## src/inc/dcf_pkg.sv

```systemverilog
package dcf_pkg;

  // ----------------------------------------
  // Slot geometry
  // ----------------------------------------
  localparam int unsigned SPREAD_FACTOR   = 512;
  localparam int unsigned BITS_PER_SYMBOL = 2;
  localparam int unsigned CHIPS_PER_BIT   = SPREAD_FACTOR / BITS_PER_SYMBOL;
  localparam int unsigned SLOT_BITS       = 10;
  localparam int unsigned TPC_BITS        = 2;
  localparam int unsigned FMT_BITS        = 0;
  localparam int unsigned CCC_BITS        = 4;
  localparam int unsigned PILOT_BITS      = 4;
  localparam int unsigned SLOTS_PER_FRAME = 15;

  // Field positions in the slot word, bit 9 leaves first
  localparam int unsigned TPC_LSB   = 8;
  localparam int unsigned CCC_LSB   = 4;
  localparam int unsigned PILOT_LSB = 0;

  localparam logic [7:0] CHIP_LAST  = 8'(CHIPS_PER_BIT - 1);
  localparam logic [3:0] BIT_LAST   = 4'(SLOT_BITS - 1);
  localparam logic [3:0] SLOT_LAST  = 4'(SLOTS_PER_FRAME - 1);
  localparam logic [3:0] SLOT_COUNT = 4'(SLOTS_PER_FRAME);

  // ----------------------------------------
  // Field codes and command queue sizing
  // ----------------------------------------
  localparam logic [1:0] TPC_UP      = 2'h3;
  localparam logic [1:0] TPC_DOWN    = 2'h0;
  localparam logic [3:0] CCC_ESTOP   = 4'hF;
  localparam logic [3:0] CCC_SOM     = 4'hA;
  localparam int unsigned FIFO_DEPTH = 32;
  localparam int unsigned CMD_WIDTH  = 2;

  // ----------------------------------------
  // Types
  // ----------------------------------------
  typedef enum logic [1:0] {
    ST_IDLE  = 2'b00,
    ST_PREAM = 2'b01,
    ST_START = 2'b10,
    ST_MSG   = 2'b11
  } dcf_state_e;

  typedef enum logic [1:0] {
    CMD_NONE  = 2'b00,
    CMD_ESTOP = 2'b01
  } dcf_cmd_e;

  typedef enum logic [1:0] {
    CL_OFF   = 2'b00,
    CL_MODE1 = 2'b01,
    CL_MODE2 = 2'b10
  } dcf_cl_e;

  typedef struct packed {
    logic [SLOT_BITS-1:0] ant1;
    logic [SLOT_BITS-1:0] ant2;
    logic [SLOT_BITS-1:0] tx_mask;
  } dcf_slot_s;

endpackage

```

## src/hdl/dcf_fifo.sv

```systemverilog
`timescale 1ns/1ps
module dcf_fifo
  import dcf_pkg::*;
#(
  parameter int unsigned WIDTH = CMD_WIDTH,
  parameter int unsigned DEPTH = FIFO_DEPTH
) (
  // Clock and reset
  input  wire logic             i_clk,
  input  wire logic             i_arst_n,
  // Fill side
  input  wire logic             i_in_valid,
  output logic                  o_in_ready,
  input  wire logic [WIDTH-1:0] i_in_data,
  // Drain side
  output logic                  o_out_valid,
  input  wire logic             i_out_ready,
  output logic [WIDTH-1:0]      o_out_data
);
  localparam int unsigned AW = $clog2(DEPTH);

  logic [WIDTH-1:0] mem_r [DEPTH];
  logic [AW-1:0]    wr_ptr_r;
  logic [AW-1:0]    rd_ptr_r;
  logic [AW:0]      count_r;
  logic             push;
  logic             pop;

  assign o_in_ready  = (count_r != (AW+1)'(DEPTH));
  assign o_out_valid = (count_r != '0);
  assign o_out_data  = mem_r[rd_ptr_r];
  assign push        = i_in_valid && o_in_ready;
  assign pop         = o_out_valid && i_out_ready;

  always_ff @(posedge i_clk) begin
    if (push) begin
      mem_r[wr_ptr_r] <= i_in_data;
    end
  end

  always_ff @(posedge i_clk or negedge i_arst_n) begin
    if (!i_arst_n) begin
      wr_ptr_r <= '0;
      rd_ptr_r <= '0;
      count_r  <= '0;
    end else begin
      if (push) begin
        wr_ptr_r <= (wr_ptr_r == AW'(DEPTH - 1)) ? '0 : wr_ptr_r + 1'b1;
      end
      if (pop) begin
        rd_ptr_r <= (rd_ptr_r == AW'(DEPTH - 1)) ? '0 : rd_ptr_r + 1'b1;
      end
      count_r <= count_r + (AW+1)'(push) - (AW+1)'(pop);
    end
  end
endmodule

```

## src/hdl/dcf_formatter.sv

```systemverilog
`timescale 1ns/1ps
// How it works
// RULE_01: Mode 1: primary pilots ant1, orthogonal ant2
// RULE_02: Mode 2: same primary pilot both antennas
// RULE_03: Fixed spreading factor 512, lowest-rate format
// RULE_04: Ten bits: 2 power, 0 format, 4 command, 4 pilot
// RULE_05: All fifteen slots of each frame sent
// RULE_06: Pilot field follows slot index pattern
// RULE_07: Preamble uses the message slot layout
// RULE_08: Preamble pilots run slots 15-N to 14
// RULE_09: Preamble format field all ones (zero width)
// RULE_10: Command field silent unless command requested
// RULE_11: Emergency stop sends 1111, one pattern each
// RULE_12: No emergency stop during start window
// RULE_13: Start indicator throughout window, length from input
// RULE_14: Start indicator pattern is 1010
// RULE_15: Preamble length supplied before transmission starts
// RULE_16: Power bits 11 up, 00 down
// RULE_17: Frame counter after preamble gates both commands
// RULE_18: Order power, format, command, pilot, MSB first
module dcf_formatter
  import dcf_pkg::*;
#(
  parameter logic [3:0] PILOT_MAIN [SLOTS_PER_FRAME] = '{
    4'hF, 4'hC, 4'hD, 4'hC, 4'hE, 4'hF, 4'hF, 4'hE,
    4'hD, 4'hF, 4'hD, 4'hE, 4'hE, 4'hC, 4'hC},
  parameter logic [3:0] PILOT_DIV [SLOTS_PER_FRAME] = '{
    4'h6, 4'hA, 4'hE, 4'hA, 4'h2, 4'h6, 4'h6, 4'h2,
    4'hE, 4'h6, 4'hE, 4'h2, 4'h2, 4'hA, 4'hA}
) (
  // Clock and reset
  input  wire logic                 i_clk,
  input  wire logic                 i_arst_n,
  // Chip timing
  input  wire logic                 i_chip_tick,
  // Configuration
  input  wire logic [3:0]           i_preamble_length,
  input  wire logic [3:0]           i_start_window_frames,
  input  wire dcf_cl_e              i_cl_mode,
  // Session control
  input  wire logic                 i_start,
  input  wire logic                 i_stop,
  input  wire logic                 i_power_up,
  // Command requests
  input  wire logic                 i_cmd_valid,
  output logic                      o_cmd_ready,
  input  wire logic [CMD_WIDTH-1:0] i_cmd,
  // Air side bit stream
  output logic                      o_bit_stb,
  output logic                      o_ant1_bit,
  output logic                      o_ant2_bit,
  output logic                      o_ant1_on,
  output logic                      o_ant2_on,
  // Status
  output dcf_state_e                o_state,
  output logic [3:0]                o_slot_index,
  output logic                      o_frame_start
);

  // ----------------------------------------
  // Chip, bit and slot timing
  // ----------------------------------------
  logic [7:0] chip_cnt_r;
  logic [3:0] bit_idx_r;
  logic       bit_end;
  logic       slot_end;

  // One bit every SF/2 chips; slots run back to back with no gaps
  assign bit_end  = i_chip_tick && (chip_cnt_r == CHIP_LAST); // [RULE_03]
  assign slot_end = bit_end && (bit_idx_r == BIT_LAST);

  always_ff @(posedge i_clk or negedge i_arst_n) begin
    if (!i_arst_n) begin
      chip_cnt_r <= '0;
    end else if (i_chip_tick) begin
      chip_cnt_r <= (chip_cnt_r == CHIP_LAST) ? '0 : chip_cnt_r + 8'h01;
    end
  end

  always_ff @(posedge i_clk or negedge i_arst_n) begin
    if (!i_arst_n) begin
      bit_idx_r <= '0;
    end else if (bit_end) begin
      bit_idx_r <= (bit_idx_r == BIT_LAST) ? '0 : bit_idx_r + 4'h1;
    end
  end

  // ----------------------------------------
  // Pending session requests
  // ----------------------------------------
  logic start_pend_r;
  logic stop_pend_r;
  logic start_take;
  logic stop_take;

  // A request arriving in the cycle it is consumed stays pending
  always_ff @(posedge i_clk or negedge i_arst_n) begin
    if (!i_arst_n) begin
      start_pend_r <= 1'b0;
      stop_pend_r  <= 1'b0;
    end else begin
      start_pend_r <= i_start || (start_pend_r && !start_take);
      stop_pend_r  <= i_stop || (stop_pend_r && !stop_take);
    end
  end

  // ----------------------------------------
  // Command queue
  // ----------------------------------------
  logic                 q_valid;
  logic                 q_pop;
  logic [CMD_WIDTH-1:0] q_cmd;

  dcf_fifo #(
    .WIDTH (CMD_WIDTH),
    .DEPTH (FIFO_DEPTH)
  ) u_cmd_fifo (
    .i_clk       (i_clk),
    .i_arst_n    (i_arst_n),
    .i_in_valid  (i_cmd_valid),
    .o_in_ready  (o_cmd_ready),
    .i_in_data   (i_cmd),
    .o_out_valid (q_valid),
    .i_out_ready (q_pop),
    .o_out_data  (q_cmd)
  );

  // ----------------------------------------
  // Sequencer
  // ----------------------------------------
  dcf_state_e state_r;
  dcf_state_e state_nxt;
  logic [3:0] slot_r;
  logic [3:0] slot_nxt;
  logic [3:0] frame_cnt_r;
  logic [3:0] frame_cnt_nxt;

  always_comb begin
    state_nxt     = state_r;
    slot_nxt      = (slot_r == SLOT_LAST) ? '0 : slot_r + 4'h1; // [RULE_05]
    frame_cnt_nxt = frame_cnt_r;
    start_take    = 1'b0;
    stop_take     = 1'b0;
    case (state_r)
      ST_IDLE: begin
        slot_nxt = '0;
        if (start_pend_r) begin
          start_take = 1'b1;
          frame_cnt_nxt = '0;
          if (i_preamble_length != '0) begin // [RULE_15]
            state_nxt = ST_PREAM;
            // Preamble ends exactly on a frame boundary
            slot_nxt  = SLOT_COUNT - i_preamble_length; // [RULE_08]
          end else if (i_start_window_frames != '0) begin
            state_nxt = ST_START;
          end else begin
            state_nxt = ST_MSG;
          end
        end
      end
      ST_PREAM: begin
        if (slot_r == SLOT_LAST) begin
          frame_cnt_nxt = '0; // [RULE_17]
          state_nxt = (i_start_window_frames != '0) ? ST_START : ST_MSG;
        end
      end
      ST_START: begin
        if (slot_r == SLOT_LAST) begin
          frame_cnt_nxt = frame_cnt_r + 4'h1; // [RULE_17]
          if (frame_cnt_nxt >= i_start_window_frames) begin // [RULE_13]
            state_nxt = ST_MSG;
          end
        end
      end
      ST_MSG: begin
        if (stop_pend_r) begin
          stop_take = 1'b1;
          state_nxt = ST_IDLE;
          slot_nxt  = '0;
        end
      end
      default: begin
        state_nxt = ST_IDLE;
        slot_nxt  = '0;
      end
    endcase
    if (!slot_end) begin
      state_nxt     = state_r;
      slot_nxt      = slot_r;
      frame_cnt_nxt = frame_cnt_r;
      start_take    = 1'b0;
      stop_take     = 1'b0;
    end
  end

  always_ff @(posedge i_clk or negedge i_arst_n) begin
    if (!i_arst_n) begin
      state_r     <= ST_IDLE;
      slot_r      <= '0;
      frame_cnt_r <= '0;
    end else begin
      state_r     <= state_nxt;
      slot_r      <= slot_nxt;
      frame_cnt_r <= frame_cnt_nxt;
    end
  end

  // ----------------------------------------
  // Slot word assembly
  // ----------------------------------------
  dcf_slot_s  slot_w;
  logic [3:0] ccc;
  logic       ccc_on;
  logic [3:0] pilot1;
  logic [3:0] pilot2;
  logic [1:0] power_control_bits;

  // Stop is held in the queue, not dropped, while the window runs
  assign q_pop = slot_end && (state_nxt == ST_MSG) && (state_r == ST_MSG)
                 && q_valid; // [RULE_12]

  always_comb begin
    ccc    = '0;
    ccc_on = 1'b0;
    if (state_nxt == ST_START) begin
      ccc    = CCC_SOM; // [RULE_14]
      ccc_on = 1'b1;
    end else if (q_pop && (dcf_cmd_e'(q_cmd) == CMD_ESTOP)) begin
      ccc    = CCC_ESTOP; // [RULE_11]
      ccc_on = 1'b1;
    end
  end

  assign power_control_bits    = i_power_up ? TPC_UP : TPC_DOWN; // [RULE_16]
  assign pilot1 = PILOT_MAIN[slot_nxt]; // [RULE_06]
  // Mode 2 repeats the primary pattern, mode 1 uses the orthogonal one
  assign pilot2 = (i_cl_mode == CL_MODE1) ? PILOT_DIV[slot_nxt] : pilot1; // [RULE_01] [RULE_02]

  // Same layout in preamble and message; format field has no width
  always_comb begin
    slot_w.ant1    = {power_control_bits, ccc, pilot1}; // [RULE_04] [RULE_07] [RULE_09] [RULE_18]
    slot_w.ant2    = {power_control_bits, ccc, pilot2};
    slot_w.tx_mask = {2'b11, {CCC_BITS{ccc_on}}, 4'hF}; // [RULE_10]
  end

  // ----------------------------------------
  // Serialiser
  // ----------------------------------------
  dcf_slot_s sh_r;
  logic      active_r;
  logic      stb_r;

  always_ff @(posedge i_clk or negedge i_arst_n) begin
    if (!i_arst_n) begin
      sh_r     <= '0;
      active_r <= 1'b0;
    end else if (slot_end) begin
      sh_r     <= slot_w;
      active_r <= (state_nxt != ST_IDLE);
    end else if (bit_end) begin
      sh_r.ant1    <= {sh_r.ant1[SLOT_BITS-2:0], 1'b0}; // [RULE_18]
      sh_r.ant2    <= {sh_r.ant2[SLOT_BITS-2:0], 1'b0};
      sh_r.tx_mask <= {sh_r.tx_mask[SLOT_BITS-2:0], 1'b0};
    end
  end

  always_ff @(posedge i_clk or negedge i_arst_n) begin
    if (!i_arst_n) begin
      stb_r <= 1'b0;
    end else begin
      stb_r <= bit_end;
    end
  end

  assign o_bit_stb     = stb_r;
  assign o_ant1_bit    = sh_r.ant1[SLOT_BITS-1];
  assign o_ant2_bit    = sh_r.ant2[SLOT_BITS-1];
  assign o_ant1_on     = active_r && sh_r.tx_mask[SLOT_BITS-1];
  assign o_ant2_on     = o_ant1_on && (i_cl_mode != CL_OFF);
  assign o_state       = state_r;
  assign o_slot_index  = slot_r;
  assign o_frame_start = stb_r && active_r && (bit_idx_r == '0) && (slot_r == '0);
endmodule

```

## config.mk

```make
export PLATFORM = sky130hd
export DESIGN_NAME = dcf_formatter
export DESIGN_NICKNAME = d
export VERILOG_FILES = /design/src/inc/dcf_pkg.sv /design/src/hdl/dcf_fifo.sv /design/src/hdl/dcf_formatter.sv
export SDC_FILE = /design/constraint.sdc
export NUM_CORES = 1
export LEC_CHECK = 0
export BUFFER_PORTS_ARGS = -buffer_cell sky130_fd_sc_hd__buf_2
export CAP_MARGIN = 40
export CELL_PAD_IN_SITES_DETAIL_PLACEMENT = 1
export CELL_PAD_IN_SITES_GLOBAL_PLACEMENT = 2
export CORE_MARGIN = 3
export CORE_UTILIZATION = 45
export DETAILED_ROUTE_END_ITERATION = 7
export PLACE_DENSITY_LB_ADDON = 0.1
export SYNTH_ARGS = -nofsm -noshare
export SYNTH_HDL_FRONTEND = slang
export SYNTH_HIERARCHICAL = 1
export SYNTH_SLANG_ARGS = --single-unit
```

## constraint.sdc

```tcl
create_clock -name i_clk -period 10.56 [get_ports i_clk]
set_input_delay 0 -clock i_clk [delete_from_list [all_inputs] [get_ports i_clk]]
set_output_delay 0 -clock i_clk [all_outputs]
set_load 0.1 [all_outputs]
```

==> metrics.yaml, run 1 <==
logic_synthesis:
  ys.flop_type: "dfrtp_1"
  synthXorXnorAreaFrac_pct: 1.56
  synth_compound_area_share_pct: 9.86
  synth.distinct_cells: 66
  synthMuxAreaShare_pct: 6.39
  synthSimpleGateAreaFrac_pct: 17.3
  ys_seq_area_share_pct: 55.2
  synth_edf_count: 64
  postSynthCellCount: 588
  synth_async_sr_flop_share_pct: 52.9
  yosysWarnings: 6
  ys_ff_latch: 136
  synth_fa_ha_area_share_pct: 6.24
  avgSynthCellArea_sq_um: 11.5
  syn-num-nets: 640
  syn-cell-area_sq_um: 6740
  synth_top_family_by_area: "simple AND/OR/NAND/NOR gates"
power:
  leakagePower_nw: 3.22
  max-vdd-ir-drop_uv: 162
  powerDensity_nw_per_um2: 185
run:
  maxCapViolCount: 0
floorplan:
  die_area_sq_um: 16500
  core_sq_um: 14600
  die_h_microns: 128
  io_pins: 32
  start_util_pct: 46.2
  die_x_microns: 128
  fp-row-count: 44
setup_path:
  cpPeakStageDelay_ns: 0.46
  worst_setup_path_end_kind: "register"
  path_max_fanout: 11
  critPathLaunchType: "register"
  critPathKind: "register to register"
  critPathSlowestCell: "nand4_1"
  cp.required_ns: 10.84
  arrival_ns: 4.34
  crit_chain: "nor4bb_1 > buf_4 > nand4_1 > nor2_1 > nand3_1 > nor2_1 > nand2_1 > inv_1 > ha_1 > inv_1 > ha_1 > a21o_1 > a21oi_1 > nor4b_1 > a2111oi_0"
cells_and_area:
  final_nets: 678
  ff_latch_area_sq_um: 3720
  drive_above_1_share_pct: 13.8
  antenna_cells: 0
  multiInputGateArea_sq_um: 2790
  fin_util_pct: 52.8
  syn2layout_area_growth_pct: 14.4
  nFillCells: 1511
sta:
  rsz0062_at_grt: "no"
  skew_ns: 0.00982
  finalMaxSlewViolations: 0
  timing.setup.tns_ns: 0
  min_period_ns: 4.06
  setup_violations: 0
  clock.fmax_mhz: 246
  worstMarginPinSlew_ns: 0.912
  slew-limit-headroom_pct: 38.8
  finalCritPeriodShare_pct: 38.5
  hold_viol_final: 0
worst_hold_path:
  hold_path.class: "input port to async pin"
clock_network:
  clkLatencyLatePin_ns: 0.42
  post-cts-setup-buffer-count: 0
  cts.sinks: 136
  clkTransAtPathRegs_ns: 0.06
  ctsResizeCount: 0
  cts_tree: "yes"
  htreeDepth: 4
  cts_max_path_buffers: 2
  cts_made_buffers: 17
  ctsHoldBuffers: 4
  cts-root-buf: "clkbuf_16"
route:
  num_vias: 4682
  vias_per_cell: 5.69
  wirelength_mm: 15.4
  drt_iter0_markers: 251
  ant_nets: 0
  dr.pass1.iters: 4
  post_drt_wl_per_cell_microns: 18.7
  drc: 0
outcome:
  status: "complete, no violations"
placed_design:
  hpwl_mm: 10.5
  portBuffers: 31
  place_congestion: 0.791
global_route:
  grt_pass1_wl_mm: 25.9
  antenna_found_initial: 0
  grt_pass1_vias: 4996
  grt_max_degree: 54
  grt_overflow_total: 0
  globalRouteTotalUtil_pct: 20.1
[state kept, by name, summed over array words and instances, names as in the netlist, 5 cells and up]
register             count
chip_cnt_r               8
sh_r                    28
u_cmd_fifo/count_r       6
u_cmd_fifo/mem_r        64
u_cmd_fifo/rd_ptr_r      5
u_cmd_fifo/wr_ptr_r      5
[layer usage]
layer	global-route usage [%]	share of wire (%)
met5	0	0
met4	6.62	1.6
met3	5.40	3.1
met2	34.6	52
met1	24.6	44
[placed cells by master (no fill, tap or decap), drive strengths merged, types with 13 or more instances in the layout]
cell,instances
dfrtp,72
nand2,69
edfxtp,64
nor2,52
nand3,44
o21ai,41
buf,36
inv,35
ha,32
clkbuf,20
mux4,16
a21oi,13
[cells in the mapped netlist, types with 10 or more instances]
library cell	count	area, sq um
dfrtp_1	72	1800
nand2_1	69	259
edfxtp_1	64	1920
nor2_1	52	195
nand3_1	44	220
o21ai_0	38	190
ha_1	32	400
inv_1	31	116
clkbuf_1	14	52.6
a21oi_1	12	60.1
mux4_1	10	263
o22ai_1	10	62.6
[stage by stage]
stage / std cells / hold slack [ns] / instance area, sq um / setup slack [ns] / total power (W)
after floorplan: 588 / -0.296 / 6740 / 6.26 / 0.000802
after global placement: 784 / 0.179 / 7040 / 6.70 / 0.000855
after detailed placement: 787 / -0.0752 / 7100 / 6.52 / 0.000874
after CTS: 823 / 0.0144 / 7710 / 6.48 / 0.00145
after global routing: 823 / 0.0286 / 7710 / 6.00 / 0.00151
final: 823 / 0.0200 / 7710 / 6.50 / 0.00143
[worst max-delay path, delay by kind of cell (launching register included)]
kind | cells | cell delay [ns]
AND/OR/NAND/NOR | 7 | 1.80
adder cells (fa/ha/maj) | 2 | 0.41
flip-flops | 1 | 0.45
AO/OA/AOI/OAI | 3 | 0.82
buffers and inverters | 3 | 0.43
[path summary, 6_finish.rpt]
| check | from | slack (ns) | cells past startpoint | endpoint |
|---|---|---|---|---|
| setup / recovery | bit_idx_r[1] | 6.50 | 15 | u_cmd_fifo/count_r[5] |
| max in group asynchronous | i_arst_n | 9.97 | 3 | sh_r[18] |
| hold / removal | i_arst_n | 0.02 | 2 | frame_cnt_r[3] |
| min in group i_clk | i_cl_mode[1] | 0.04 | 4 | sh_r[13] |
| hold reg to reg | sh_r[22] | 0.46 | 2 | sh_r[22] |
| setup reg to reg | bit_idx_r[1] | 6.50 | 15 | u_cmd_fifo/count_r[5] |
[where the power goes]
| group | total, W | leakage [nW] | internal [W] | switching (W) |
|---|---|---|---|---|
| clock | 0.000569 | 0.265 | 0.000333 | 0.000236 |
| combinational | 0.000218 | 1.45 | 0.0000892 | 0.000129 |
| sequential | 0.000642 | 1.51 | 0.000600 | 0.0000418 |
| total | 0.00143 | 3.22 | 0.00102 | 0.000407 |
[logic make-up (layout without fill, tap and decap cells)]
logic type | after synthesis | count (layout)
fa+ha+maj | 33 | 33
compound gates | 103 | 103
mux | 19 | 19
flops | 136 | 136
simple gates | 231 | 231
xor+xnor | 12 | 12
buf+inv | 54 | 105
[cell type report]
class	count	share of cell area, %
well taps	184	2.99
clock buffers	20	5.79
inverters	33	1.61
clock inverters	12	1.56
flip-flops and latches	136	48.3
multi-input cells	398	36.1
repair buffers	40	3.62
(Power assumes the default switching activity.)
==> inputs of run 2 (changes only) <==
Settings changed: CORE_UTILIZATION 45 to 38.
Clock period 10.56 ns to 3.3 ns, I/O delays scaled along.
==> run 2 against run 1 <==
  * Clock skew is 0.0012 ns lower
  * Wire length rose by 3.2%
  * Die area is 18% higher
  * First-iteration DRC count is 51% lower
  * Largest power group unchanged
==> metrics.yaml, run 2 (synthesis gave the netlist of run 1 again) <==
sta:
  hold_viol_final: 0
  slew-limit-headroom_pct: 46.3
  min_period_ns: 3.12
  worstMarginPinSlew_ns: 0.806
  clock.fmax_mhz: 321
  setup_violations: 0
  finalCritPeriodShare_pct: 94.5
  skew_ns: 0.00858
  timing.setup.tns_ns: 0
  finalMaxSlewViolations: 0
  final.setup.worst_slack_ns: 0.181
cells_and_area:
  stdcell_area_sq_um: 8350
  largest_reg_flops: 64
  largest-register: "u_cmd_fifo/mem_r"
  syn2layout_area_growth_pct: 23.9
  antenna_cells: 0
  final_nets: 711
  layout.cells.most_common_list: "nand2_1, dfrtp_1, edfxtp_1"
  mostFrequentLayoutCell: "nand2_1"
  drive_above_1_share_pct: 24.0
  final_cells: 897
  fin_util_pct: 48.1
  reg_top3: "u_cmd_fifo/mem_r (64), sh_r (28), chip_cnt_r (8)"
clock_network:
  clkLatencyLatePin_ns: 0.42
  cts_max_path_buffers: 2
  clkTransAtPathRegs_ns: 0.06
  htreeDepth: 4
  cts-root-buf: "clkbuf_16"
  cts.sinks: 136
  cts_tree: "yes"
  cts_made_buffers: 17
floorplan:
  die_x_microns: 139
  core_sq_um: 17400
  start_util_pct: 38.8
  die_area_sq_um: 19400
  die_h_microns: 139
  fp-row-count: 48
  io_pins: 32
placed_design:
  dpl.cell_count: 851
  dp_slack_ns: -0.102
  portBuffers: 31
  place_area_sq_um: 7360
  hpwl_mm: 11.0
  place_congestion: 0.805
global_route:
  globalRouteTotalUtil_pct: 17.0
  grt_pass1_vias: 5147
  grt_max_degree: 56
  grt_pass1_wl_mm: 26.5
  grt_overflow_total: 0
  antenna_found_initial: 0
power:
  p_comb_share_pct: 16.9
  powerDensity_nw_per_um2: 590
  power.net_switching_w: 0.00142
  intPower_w: 0.00351
  max-vdd-ir-drop_uv: 412
  leakagePower_nw: 3.43
  p_seq_share_pct: 41.9
  p_sw_share_pct: 28.8
  clkPwrFrac_pct: 41.2
setup_path:
  critPathLaunchType: "register"
  arrival_ns: 3.46
  cp.required_ns: 3.64
  critPathKind: "register to register"
  worst_setup_path_end_kind: "register"
  path_max_fanout: 2
route:
  ant_nets: 0
  vias_per_cell: 5.32
  post_drt_wl_per_cell_microns: 17.7
  num_vias: 4771
  drt_iter0_markers: 122
  wirelength_mm: 15.9
  dr.pass1.iters: 4
  drc: 0
outcome:
  status: "complete, no violations"
run:
  maxCapViolCount: 0
worst_hold_path:
  hold_path.class: "input port to register"
-- run 2: cell types whose count changed in the layout (fill, tap and decap cells not counted), moves of 4 or more --
cell and change:
buf_4 +28, ha_1 -10, ha_4 +10, dfrtp_1 -7, inv_1 -6, inv_2 +5
inv_6 +5, dfrtp_4 +4, dlygate4sd3_1 +4
-- run 2: per-layer routing --
layer / vias up / GRT usage [%] / share of wire [%]
met3: 19 / 3.17 / 2.5
met4: 0 / 5.92 / 1.5
li1: 2306 / - / -
met5: - / 0 / 0
met1: 2385 / 21.2 / 45
met2: 61 / 29.7 / 51
-- run 2: worst max-delay path: stages (launching register included) --
cell	delay [ns]
dfrtp_1	0.42
ha_4	0.20
xor2_4	0.16
ha_4	0.18
a2111oi_4	0.33
nor3_2	0.09
o21ai_2	0.22
nor2_4	0.07
nand2_2	0.08
inv_2	0.07
ha_4	0.26
inv_2	0.03
ha_4	0.15
fa_2	0.35
a21oi_1	0.15
nor2_1	0.05
nor2_1	0.12
xnor2_1	0.13
-- run 2: timing repair --
item,in CTS,in global routing
resized for setup,13,36
endpoints found under the setup margin,2,3
buffers inserted,1,5
pin swaps,5,17
hold buffers,8,0
hold endpoints to repair,79,0
-- run 2: through the flow --
stage          total power (W)  hold slack, ns
3_3_place_gp           0.00279           0.182
2_1_floorplan          0.00258          -0.296
5_1_grt                0.00521          0.0861
4_1_cts                0.00493          0.0293
3_5_place_dp           0.00284         -0.0834
6_report               0.00493          0.0401
-- run 2: worst paths after layout --
path | startpoint | endpoint | slack (ns) | cells after the start
max | frame_cnt_r[1] | u_cmd_fifo/count_r[4] | 0.18 | 17
min | i_power_up | o_ant1_bit | 0.04 | 4
max reg2reg | frame_cnt_r[1] | u_cmd_fifo/count_r[4] | 0.18 | 17
min reg2reg | sh_r[8] | sh_r[8] | 0.47 | 2
max in group asynchronous | i_arst_n | o_slot_index[3] | 1.84 | 4
min in group asynchronous | i_arst_n | o_slot_index[1] | 0.53 | 3
-- run 2: power groups by stage --
stage | clock network [W] | logic [W] | registers (W)
floorplan | 0 | 0.000562 | 0.00202
CTS | 0.00209 | 0.000779 | 0.00206
global placement | 0 | 0.000704 | 0.00209
detailed placement | 0 | 0.000746 | 0.00210
finish | 0.00203 | 0.000833 | 0.00207
global route | 0.00217 | 0.000949 | 0.00209
-- run 2: cell type report --
class                   count  area [sq um]
flip-flops and latches    136          3740
multi-input cells         398          3050
clock inverters            15           201
inverters                  33           126
clock buffers              17           425
fillers                  1829          9000
repair buffers             73           528
well taps                 225           282
